===== config.mk =====
export PLATFORM = sky130hd
export DESIGN_NAME = rotdp_core
export DESIGN_NICKNAME = d
export VERILOG_FILES = /design/src/core/rotdp_pkg.sv /design/src/core/rotdp_alu.sv /design/src/core/rotdp_core.sv
export SDC_FILE = /design/constraint.sdc
export NUM_CORES = 1
export LEC_CHECK = 0
export ABC_CLOCK_PERIOD_IN_PS = 2400
export BUFFER_PORTS_ARGS = -buffer_cell sky130_fd_sc_hd__buf_2
export CORE_MARGIN = 2
export CORE_UTILIZATION = 53
export DETAILED_ROUTE_END_ITERATION = 16
export GPL_ROUTABILITY_DRIVEN = 0
export PLACE_DENSITY_LB_ADDON = 0.3
export RECOVER_POWER = 100
export SLEW_MARGIN = 0
export SYNTH_ARGS = -nofsm -noshare
export SYNTH_HDL_FRONTEND = slang
export SYNTH_SLANG_ARGS = --single-unit
export TNS_END_PERCENT = 50

===== constraint.sdc =====
create_clock -name clk_sys -period 2.4 [get_ports clk_sys]
set_clock_uncertainty 0.05 [all_clocks]
set_input_delay 0.12 -clock clk_sys [delete_from_list [all_inputs] [get_ports clk_sys]]
set_output_delay 0.12 -clock clk_sys [all_outputs]
set_load 0.005 [all_outputs]

===== src/core/rotdp_pkg.sv =====
// Purpose: Constants for the rotate instruction datapath
// Assumes: 16-bit program word, 8-bit data, 12-bit data address
// Notes: Opcode patterns compared on the upper six bits of the word
// What this block does
// - Rotate left without carry: bit n goes to n+1, bit 7 to bit 0.
// - Byte file address 0..255; left rotate updates N and Z only.
// - Destination bit 0 writes working register, 1 writes file register.
// - Bank bit 0 picks access bank, 1 uses the bank select register.
// - Bank bit 0, extended set, address up to 95: indexed literal offset.
// - Rotate right through carry: bit 0 to carry, old carry to bit 7.
package rotdp_pkg;
  localparam int DATA_W = 8;
  localparam int ADDR_W = 12;
  localparam int WORD_W = 16;
  localparam logic [5:0] OPC_RLNC = 6'h11; // 0100 01
  localparam logic [5:0] OPC_RRC = 6'h0C; // 0011 00
  localparam int OPC_MSB = 15;
  localparam int OPC_LSB = 10;
  localparam int DEST_BIT = 9;
  localparam int BANK_BIT = 8;
  localparam logic [7:0] ILO_LIMIT = 8'h5F; // 95
  localparam logic [7:0] ACC_SPLIT = 8'h60; // Low access half boundary
  localparam logic [3:0] ACC_HI_BANK = 4'hF;
  localparam logic [3:0] ACC_LO_BANK = 4'h0;
  localparam logic [7:0] W_RST = 8'h00;
  localparam logic [3:0] BSR_RST = 4'h0;
  typedef enum logic [1:0] {
    ROTDP_Q1,
    ROTDP_Q2,
    ROTDP_Q3,
    ROTDP_Q4
  } rotdp_phase_t;
endpackage


===== src/core/rotdp_alu.sv =====
// Purpose: Combinational rotate unit
// Assumes: Opcode already classified by the caller
// Notes: N and Z outputs follow the result, carry does not; the unit has no valid output
`timescale 1ns/1ps
module rotdp_alu (
  input wire logic [7:0] src,
  input wire logic carry_in,
  input wire logic is_right,
  output logic [7:0] result,
  output logic carry_out,
  output logic neg_out,
  output logic zero_out
);
  // Both rotations, chosen by instruction kind
  wire [7:0] left_w = {src[6:0], src[7]};
  wire [7:0] right_w = {carry_in, src[7:1]};
  assign result = is_right ? right_w : left_w;
  assign carry_out = is_right ? src[0] : carry_in;
  assign neg_out = result[7];
  assign zero_out = (result == 8'h00);
endmodule


===== src/core/rotdp_core.sv =====
// Purpose: Rotate instruction datapath on four-phase instruction cycle
// Assumes: File memory read data valid one phase after address issue
// Notes: Other opcodes are ignored; their words take a cycle doing nothing
`timescale 1ns/1ps
module rotdp_core #(
  parameter int PHASES = 4
) (
  input wire logic clk_sys,
  input wire logic resetn,
  input wire logic instr_valid,
  input wire logic [rotdp_pkg::WORD_W-1:0] instr_word,
  input wire logic ext_set_en,
  input wire logic [3:0] bank_select_register,
  input wire logic [rotdp_pkg::ADDR_W-1:0] fsr2_base,
  input wire logic [7:0] mem_rdata,
  output logic [rotdp_pkg::ADDR_W-1:0] mem_addr,
  output logic mem_rd,
  output logic mem_wr,
  output logic [7:0] mem_wdata,
  output logic [7:0] working_register,
  output logic carry_flag,
  output logic neg_flag,
  output logic zero_flag,
  output logic instr_done,
  output logic [1:0] phase
);
  import rotdp_pkg::*;

  // Only the four-phase cycle is built, so refuse others at elaboration
  if (PHASES != 4) begin : g_bad_phases
    $error("rotdp_core supports exactly four phases");
  end

  // Reset release through two flops
  logic rst_s1_q, rst_n_q;
  always_ff @(posedge clk_sys or negedge resetn) begin
    if (!resetn) begin
      rst_s1_q <= 1'b0;
      rst_n_q <= 1'b0;
    end else begin
      rst_s1_q <= 1'b1;
      rst_n_q <= rst_s1_q;
    end
  end

  rotdp_phase_t ph_q, ph_d;
  logic [WORD_W-1:0] ir_q;
  logic active_q;
  logic [7:0] src_q;
  logic [7:0] res_q;
  logic cres_q;
  logic nres_q;
  logic zres_q;

  // Instruction field decode
  wire [5:0] opc_w = instr_word[OPC_MSB:OPC_LSB];
  wire is_rl_w = (opc_w == OPC_RLNC);
  wire is_rr_w = (opc_w == OPC_RRC);
  wire is_rot_w = instr_valid && (is_rl_w || is_rr_w);
  wire [7:0] f_w = instr_word[7:0];
  wire a_w = instr_word[BANK_BIT];
  wire d_q_w = ir_q[DEST_BIT];
  wire rr_q_w = (ir_q[OPC_MSB:OPC_LSB] == OPC_RRC);

  // Effective address forming
  wire ilo_w = !a_w && ext_set_en && (f_w <= ILO_LIMIT);
  wire [ADDR_W-1:0] ilo_addr_w = fsr2_base + {4'h0, f_w};
  wire [3:0] acc_bank_w = (f_w < ACC_SPLIT) ? ACC_LO_BANK : ACC_HI_BANK;
  wire [3:0] bank_w = a_w ? bank_select_register : acc_bank_w;
  wire [ADDR_W-1:0] ea_w = ilo_w ? ilo_addr_w : {bank_w, f_w};

  // Rotate unit
  logic [7:0] alu_res;
  logic alu_c, alu_n, alu_z;
  rotdp_alu u_alu (
    .src(src_q),
    .carry_in(carry_flag),
    .is_right(rr_q_w),
    .result(alu_res),
    .carry_out(alu_c),
    .neg_out(alu_n),
    .zero_out(alu_z)
  );

  // Phase sequencer, free running
  always_comb begin
    case (ph_q)
      ROTDP_Q1: ph_d = ROTDP_Q2;
      ROTDP_Q2: ph_d = ROTDP_Q3;
      ROTDP_Q3: ph_d = ROTDP_Q4;
      ROTDP_Q4: ph_d = ROTDP_Q1;
      default: ph_d = ROTDP_Q1;
    endcase
  end

  // Q1 decode, Q2 read, Q3 process, Q4 write
  always_ff @(posedge clk_sys or negedge rst_n_q) begin
    if (!rst_n_q) begin
      ph_q <= ROTDP_Q1;
      ir_q <= 16'h0000;
      active_q <= 1'b0;
      src_q <= 8'h00;
      res_q <= 8'h00;
      cres_q <= 1'b0;
      nres_q <= 1'b0;
      zres_q <= 1'b0;
      mem_addr <= 12'h000;
      mem_rd <= 1'b0;
      mem_wr <= 1'b0;
      mem_wdata <= 8'h00;
      working_register <= W_RST;
      carry_flag <= 1'b0;
      neg_flag <= 1'b0;
      zero_flag <= 1'b0;
      instr_done <= 1'b0;
    end else begin
      ph_q <= ph_d;
      mem_rd <= 1'b0;
      mem_wr <= 1'b0;
      instr_done <= 1'b0;
      case (ph_q)
        ROTDP_Q1: begin
          active_q <= is_rot_w;
          ir_q <= instr_word;
          mem_addr <= ea_w;
          mem_rd <= is_rot_w;
        end
        ROTDP_Q2: begin
          src_q <= mem_rdata;
        end
        ROTDP_Q3: begin
          res_q <= alu_res;
          cres_q <= alu_c;
          nres_q <= alu_n;
          zres_q <= alu_z;
        end
        ROTDP_Q4: begin
          if (active_q) begin
            instr_done <= 1'b1;
            neg_flag <= nres_q;
            zero_flag <= zres_q;
            carry_flag <= cres_q;
            if (d_q_w) begin
              mem_wr <= 1'b1;
              mem_wdata <= res_q;
            end else begin
              working_register <= res_q;
            end
          end
        end
        default: ;
      endcase
    end
  end
  assign phase = ph_q;

  // Checks
  AST_LEFT_ROT: assert property (
    @(posedge clk_sys) disable iff (!rst_n_q)
    (ph_q == ROTDP_Q4 && active_q && !rr_q_w)
    |-> res_q == {src_q[6:0], src_q[7]})
    else $error("left rotate result wrong");
  AST_LEFT_CARRY: assert property (
    @(posedge clk_sys) disable iff (!rst_n_q)
    (instr_done && !rr_q_w) |-> $stable(carry_flag))
    else $error("left rotate changed carry");
  AST_DEST_W: assert property (
    @(posedge clk_sys) disable iff (!rst_n_q)
    (ph_q == ROTDP_Q4 && active_q && !d_q_w)
    |=> working_register == $past(res_q) && !mem_wr)
    else $error("working register not written");
  AST_DEST_F: assert property (
    @(posedge clk_sys) disable iff (!rst_n_q)
    (ph_q == ROTDP_Q4 && active_q && d_q_w)
    |=> mem_wr && mem_wdata == $past(res_q))
    else $error("file register not written");
  AST_BANK: assert property (
    @(posedge clk_sys) disable iff (!rst_n_q)
    (ph_q == ROTDP_Q1 && is_rot_w && a_w)
    |=> mem_addr == {$past(bank_select_register), $past(f_w)})
    else $error("banked address wrong");
  AST_ILO: assert property (
    @(posedge clk_sys) disable iff (!rst_n_q)
    (ph_q == ROTDP_Q1 && is_rot_w && ilo_w)
    |=> mem_addr == $past(ilo_addr_w))
    else $error("indexed offset address wrong");
  AST_RIGHT_CARRY: assert property (
    @(posedge clk_sys) disable iff (!rst_n_q)
    (ph_q == ROTDP_Q3 && active_q && rr_q_w)
    |=> res_q == {$past(carry_flag), $past(src_q[7:1])}
    ##1 carry_flag == $past(src_q[0], 2))
    else $error("right rotate through carry wrong");
  AST_ONE_CYCLE: assert property (
    @(posedge clk_sys) disable iff (!rst_n_q)
    (ph_q == ROTDP_Q1 && is_rot_w) |-> ##4 instr_done)
    else $error("rotate did not finish in one cycle");
  // Flags checked against the result byte, not the unit's own flag outputs
  AST_FLAGS: assert property (
    @(posedge clk_sys) disable iff (!rst_n_q)
    instr_done |-> zero_flag == (res_q == 8'h00) && neg_flag == res_q[7])
    else $error("N or Z flag wrong");
endmodule


== Word-level counts from Yosys, hierarchy flattened ==
Index checks and enable logic that the tools add are counted.
Word-level totals
  flip-flop bits (word level): 74
  bits of input ports: 44
  output and inout port bits: 36
  word-level logic and storage cells: 51
Operators by class
  add/subtract/negate cells: 1
  magnitude comparators: 2
  eq/ne operators: 6
  mux-type cells: 12
  bitwise logic cells: 1
  reductions and logical operators: 10
Operators with widths (count)
  $add A12 B8 Y12: 1
  $eq A6 B4 Y1 const B: 2
  $mux W12: 1
  $le A8 B7 Y1 const B: 1
  $logic_not A8 Y1: 1
  $lt A8 B7 Y1 const B: 1
  $mux W4: 2
  $mux W8: 1
  $pmux W2 S4: 1
  $mux W1: 7
  $eq A6 B5 Y1 const B: 1
  $reduce_and A3 Y1: 2
  $eq A2 B2 Y1 const B: 2
  $logic_and A1 B1 Y1: 3
  $eq A2 B1 Y1 const B: 1
  $logic_not A2 Y1: 1
  $reduce_and A2 Y1: 1
  $logic_not A1 Y1: 1
  $logic_or A1 B1 Y1: 1
  $not A1 Y1: 1

== Depth between registers and ports, before layout ==
  depth after elaboration: 4
  gate-level depth with buffers: 8
  mapped depth without buffers: 8

== Hierarchy ==
From an unflattened synthesis, not the netlist that was laid out.
Unflattened totals
  cells, all modules: 269
  area, all modules: 3200.6 um^2
Modules (own cells, without submodules)
  rotdp_core: instances 1, cells an instance 252, area each 3032.9 um^2, seq. area each 1626.6 um^2
  rotdp_alu: instances 1, cells an instance 17, area each 167.7 um^2, seq. area each 0.0 um^2

== Worst setup path after synthesis ==
OpenSTA, ideal clock, no wires.
  path kind: flip-flop to flip-flop
  start point: register ph_q[0] (netlist: phase[0])
  end point: register working_register[0]
  setup time: 0.125 ns
  data arrival time: 1.482 ns
  required time: 2.225 ns
  slack: 0.743 ns
  stages on the path, launching flop included: 6
  path buffers: 1
  clock period less this slack: 1.657 ns
  cell sequence: dfrtp_1 -> ha_1 -> nand2_1 -> or2_2 -> clkbuf_1 -> mux2_2
On the way
  longest elaborated chain between the ends: 2
RTL lines
  start, declared: RTL line rotdp_core.sv:46  | rotdp_phase_t ph_q, ph_d;
  start signal, assigned: RTL line rotdp_core.sv:117  | ph_q <= ph_d;
  $eq A2 B2 Y1: RTL line rotdp_core.sv:121  | case (ph_q)
  $reduce_and A3 Y1 (no source line)
  end signal, assigned: RTL line rotdp_core.sv:147  | working_register <= res_q;
  end, declared: RTL line rotdp_core.sv:20  | output logic [7:0] working_register,
Every way passes these cells.
A chain may end at the register's enable or synchronous reset.

== Final worst setup path ==
  start point: register ph_q[0] (netlist: phase[0])
  end point: register mem_rd
On the way
  longest elaborated chain between the ends: 2
RTL lines
  $logic_not A2 Y1: RTL line rotdp_core.sv:121
  $mux W1: RTL line rotdp_core.sv:121
  end signal, assigned: RTL line rotdp_core.sv:126  | mem_rd <= is_rot_w;
  end, declared: RTL line rotdp_core.sv:17  | output logic mem_rd,
Every way passes these cells.

==> run metrics <==
die height=around 80 um; initial antenna violation count=0; TritonCTS buffer count=9; placed cell area=between 0.003 and 0.004 mm^2; Clock Root Buffer=clkbuf_8; Post-Syn Area=0.003093 mm^2; Remaining DRCs=0; synthesis-to-layout area growth=27.59%; gr usage total=0.2275; clk_lat worst skew=0.34 ns; Core Util, Final=0.7080; Worst EP required=approximately 2.6 ns; power density cells=just over 600 mW/mm^2; fin crit period=~2.2 ns; DR vias=approximately 2,400; Top FF cell, synth=dfrtp_1; Fin. Hold Viols=0; final instance area=slightly below 0.004 mm^2; largest net degree at the start of global routing=27; WHS=0.03518 ns; CP endpoint kind=flip-flop; routed len/inst=between 10 and 15 um; cell taking the most area after synthesis=dfrtp_1; die width=between 80 and 90 um; I/O pin count=80; outcome=completed; core box area=0.005574 mm^2; reg2reg end=mem_rd; hold endpoint=mem_addr[9]; die area=0.006463 mm^2; clk slew on worst S/H paths=0.07 ns; Slew Viols, Final=0; worst-margin pin slew=1.050 ns; DP Wirelength=roughly 4700 um; R2R cell count=6; combinational family with the most area after synthesis=multiplexers; FF-to-FF Start=phase[0]; Final Setup Violations=0; Layout Nets=between 400 and 500; Post-synth EDFFs=0; CTS tree=built; Clock Sink Count=between 60 and 70; DRT iter0 DRCs=83; Post-synth ARST share=1.000; Port Buffers=79; post-synthesis xor/xnor area fraction=0.002832; Peak Freq=approximately 450 MHz; Critical Path Fanout Max=10; Mapped Avg Cell Area=11.25 um^2; ratio of final minimum period to clock period=0.9174; post-synthesis adder-cell area fraction=0.05502; CTS H-Tree Depth=3; first-pass GRT wire length=between 10,000 and 15,000 um; CTS max path bufs=2; post-synth cell types=between 40 and 50; vias per cell=5.339; data arrival time of the critical path=roughly 2.4 ns; setup TNS=0 ns; leak pwr=about 2.0 nW; post-synthesis mux area share=0.1557; max_slew headroom=0.2998; Compound-Gate Fraction of Synth Area=0.1173; initial core utilization=0.5549; drt first pass iters=4; RSZ-0062 raised after global routing=no; simple-gate share of the synthesized area=0.1201; Syn. warnings=0; number of global-route vias before repair=2,380; top-count cell post-synth=dfrtp_1; worst hold path depth=3; routed wire length=a little under 7000 um; Max Cap Viol=0; startpoint types=flip-flop; Synth top cells by count=dfrtp_1, mux2_2, a21oi_1; Synthesized Nets=332; ant diodes=0; synthesized flop and latch total=64; total grt overflow=0; critical path class=reg2reg; Antenna Nets Post-Route=0; share of cells above drive strength 1=0.2987; reg-to-reg slack, setup=~0.20 ns; Worst IR Drop VDD=between 300 and 400 uV; row cnt=27; post-synthesis sequential area ratio=0.5178; Cells after Synth=around 280; Yosys top cell area share=0.5178; HP Start=fsr2_base[9]; Synth area leaders=dfrtp_1, mux2_2, ha_1, mux2i_1, a21oi_1; Hold Crit Class=in2reg
==> through the flow <==
step           instances  setup slack [ns]  power, mW
6_report             457            0.1982      2.409
2_1_floorplan        275            0.4360      1.330
5_1_grt              457           0.03357      2.519
3_3_place_gp         421            0.5478      1.437
3_5_place_dp         421            0.4514      1.447
4_1_cts              457            0.1405      2.432
==> routing by layer <==
| layer | part of all wire | track usage | vias up |
|---|---|---|---|
| met5 | 0 | 0 | - |
| met4 | 0.015 | 0.09153 | 0 |
| met3 | 0.052 | 0.04944 | 9 |
| met2 | 0.50 | 0.3825 | 71 |
| met1 | 0.43 | 0.2851 | 1164 |
| li1 | - | - | 1196 |
==> critical path: stages (launching register included) <==
cell and delay [ns]:
dfrtp_1 0.41, inv_1 0.09, ha_1 0.35, buf_4 0.26
nand2_1 0.08, nor4_2 0.30, dlygate4sd3_1 0.60
==> area by class of cell <==
class	count	area, um^2
Clock buffer	14	172.7
Timing Repair Buffer	104	594.3
Multi-Input combinational cell	189	1405
Fill cell	439	1628
Clock inverter	2	37.54
Tap cell	72	90.09
Inverter	12	45.04
Sequential cell	64	1602
==> power by group <==
group / switching, mW / total (mW) / internal [mW]
Combinational: 0.133 / 0.274 / 0.141
Sequential: 0.0427 / 1.17 / 1.13
Clock: 0.395 / 0.961 / 0.566
==> state kept, by name, summed over array words and instances, names as in the netlist <==
register          cells
neg_flag              1
ir_q                  7
active_q              1
src_q                 8
mem_wdata             8
res_q                 8
mem_wr                1
zero_flag             1
carry_flag            1
zres_q                1
rst_n_q               1
rst_s1_q              1
mem_rd                1
working_register      8
instr_done            1
phase                 2
cres_q                1
mem_addr             12
==> placed cells by master, fill, tap and decap left out, types with 2 or more instances in the layout <==
cell type and instances:
buf_2 59, nor2_1 20, dlygate4sd3_1 20, o211ai_1 3
a31oi_1 6, nand3_1 7, mux2i_1 11, ha_1 12
clkbuf_8 12, nor4_1 4, a21oi_1 21, mux2_2 33
clkbuf_1 24, o21ai_0 9, dfrtp_1 64, a21o_1 7
inv_1 11, and3_1 2, nor4bb_1 2, nand2_1 14
nand4_1 2, o21a_1 2, nor2b_1 6, nor3_1 9
==> timing repair <==
action	4_1_cts	5_1_grt
gates resized for setup	0	1
hold endpoints to repair	21	0
setup buffers	0	0
endpoints found under the setup margin	0	1
hold buffers	20	0
==> kinds of logic after synthesis <==
kind of cell	count (synthesis)
AOI/OAI and AO/OA	56
xor gates and xnor gates	1
adders and majority gates	13
buffers and inverters	22
DFF	64
muxes	44
other	1
and+or+nand+nor	74
==> how the worst max path moves through the flow <==
| stage | start | to | slack [ns] | cells after the start |
|---|---|---|---|---|
| 2_1_floorplan | rst_n_q | active_q | 0.44 | 0 |
| 3_3_place_gp | instr_word[0] | mem_addr[8] | 0.55 | 9 |
| 3_5_place_dp | instr_word[0] | mem_addr[8] | 0.45 | 9 |
| 4_1_cts | phase[1] | mem_rd | 0.14 | 6 |
| 5_1_grt | phase[1] | mem_rd | 0.03 | 6 |
| 6_report | phase[0] | mem_rd | 0.20 | 6 |
Note: power is estimated with default switching activity, not from simulation.
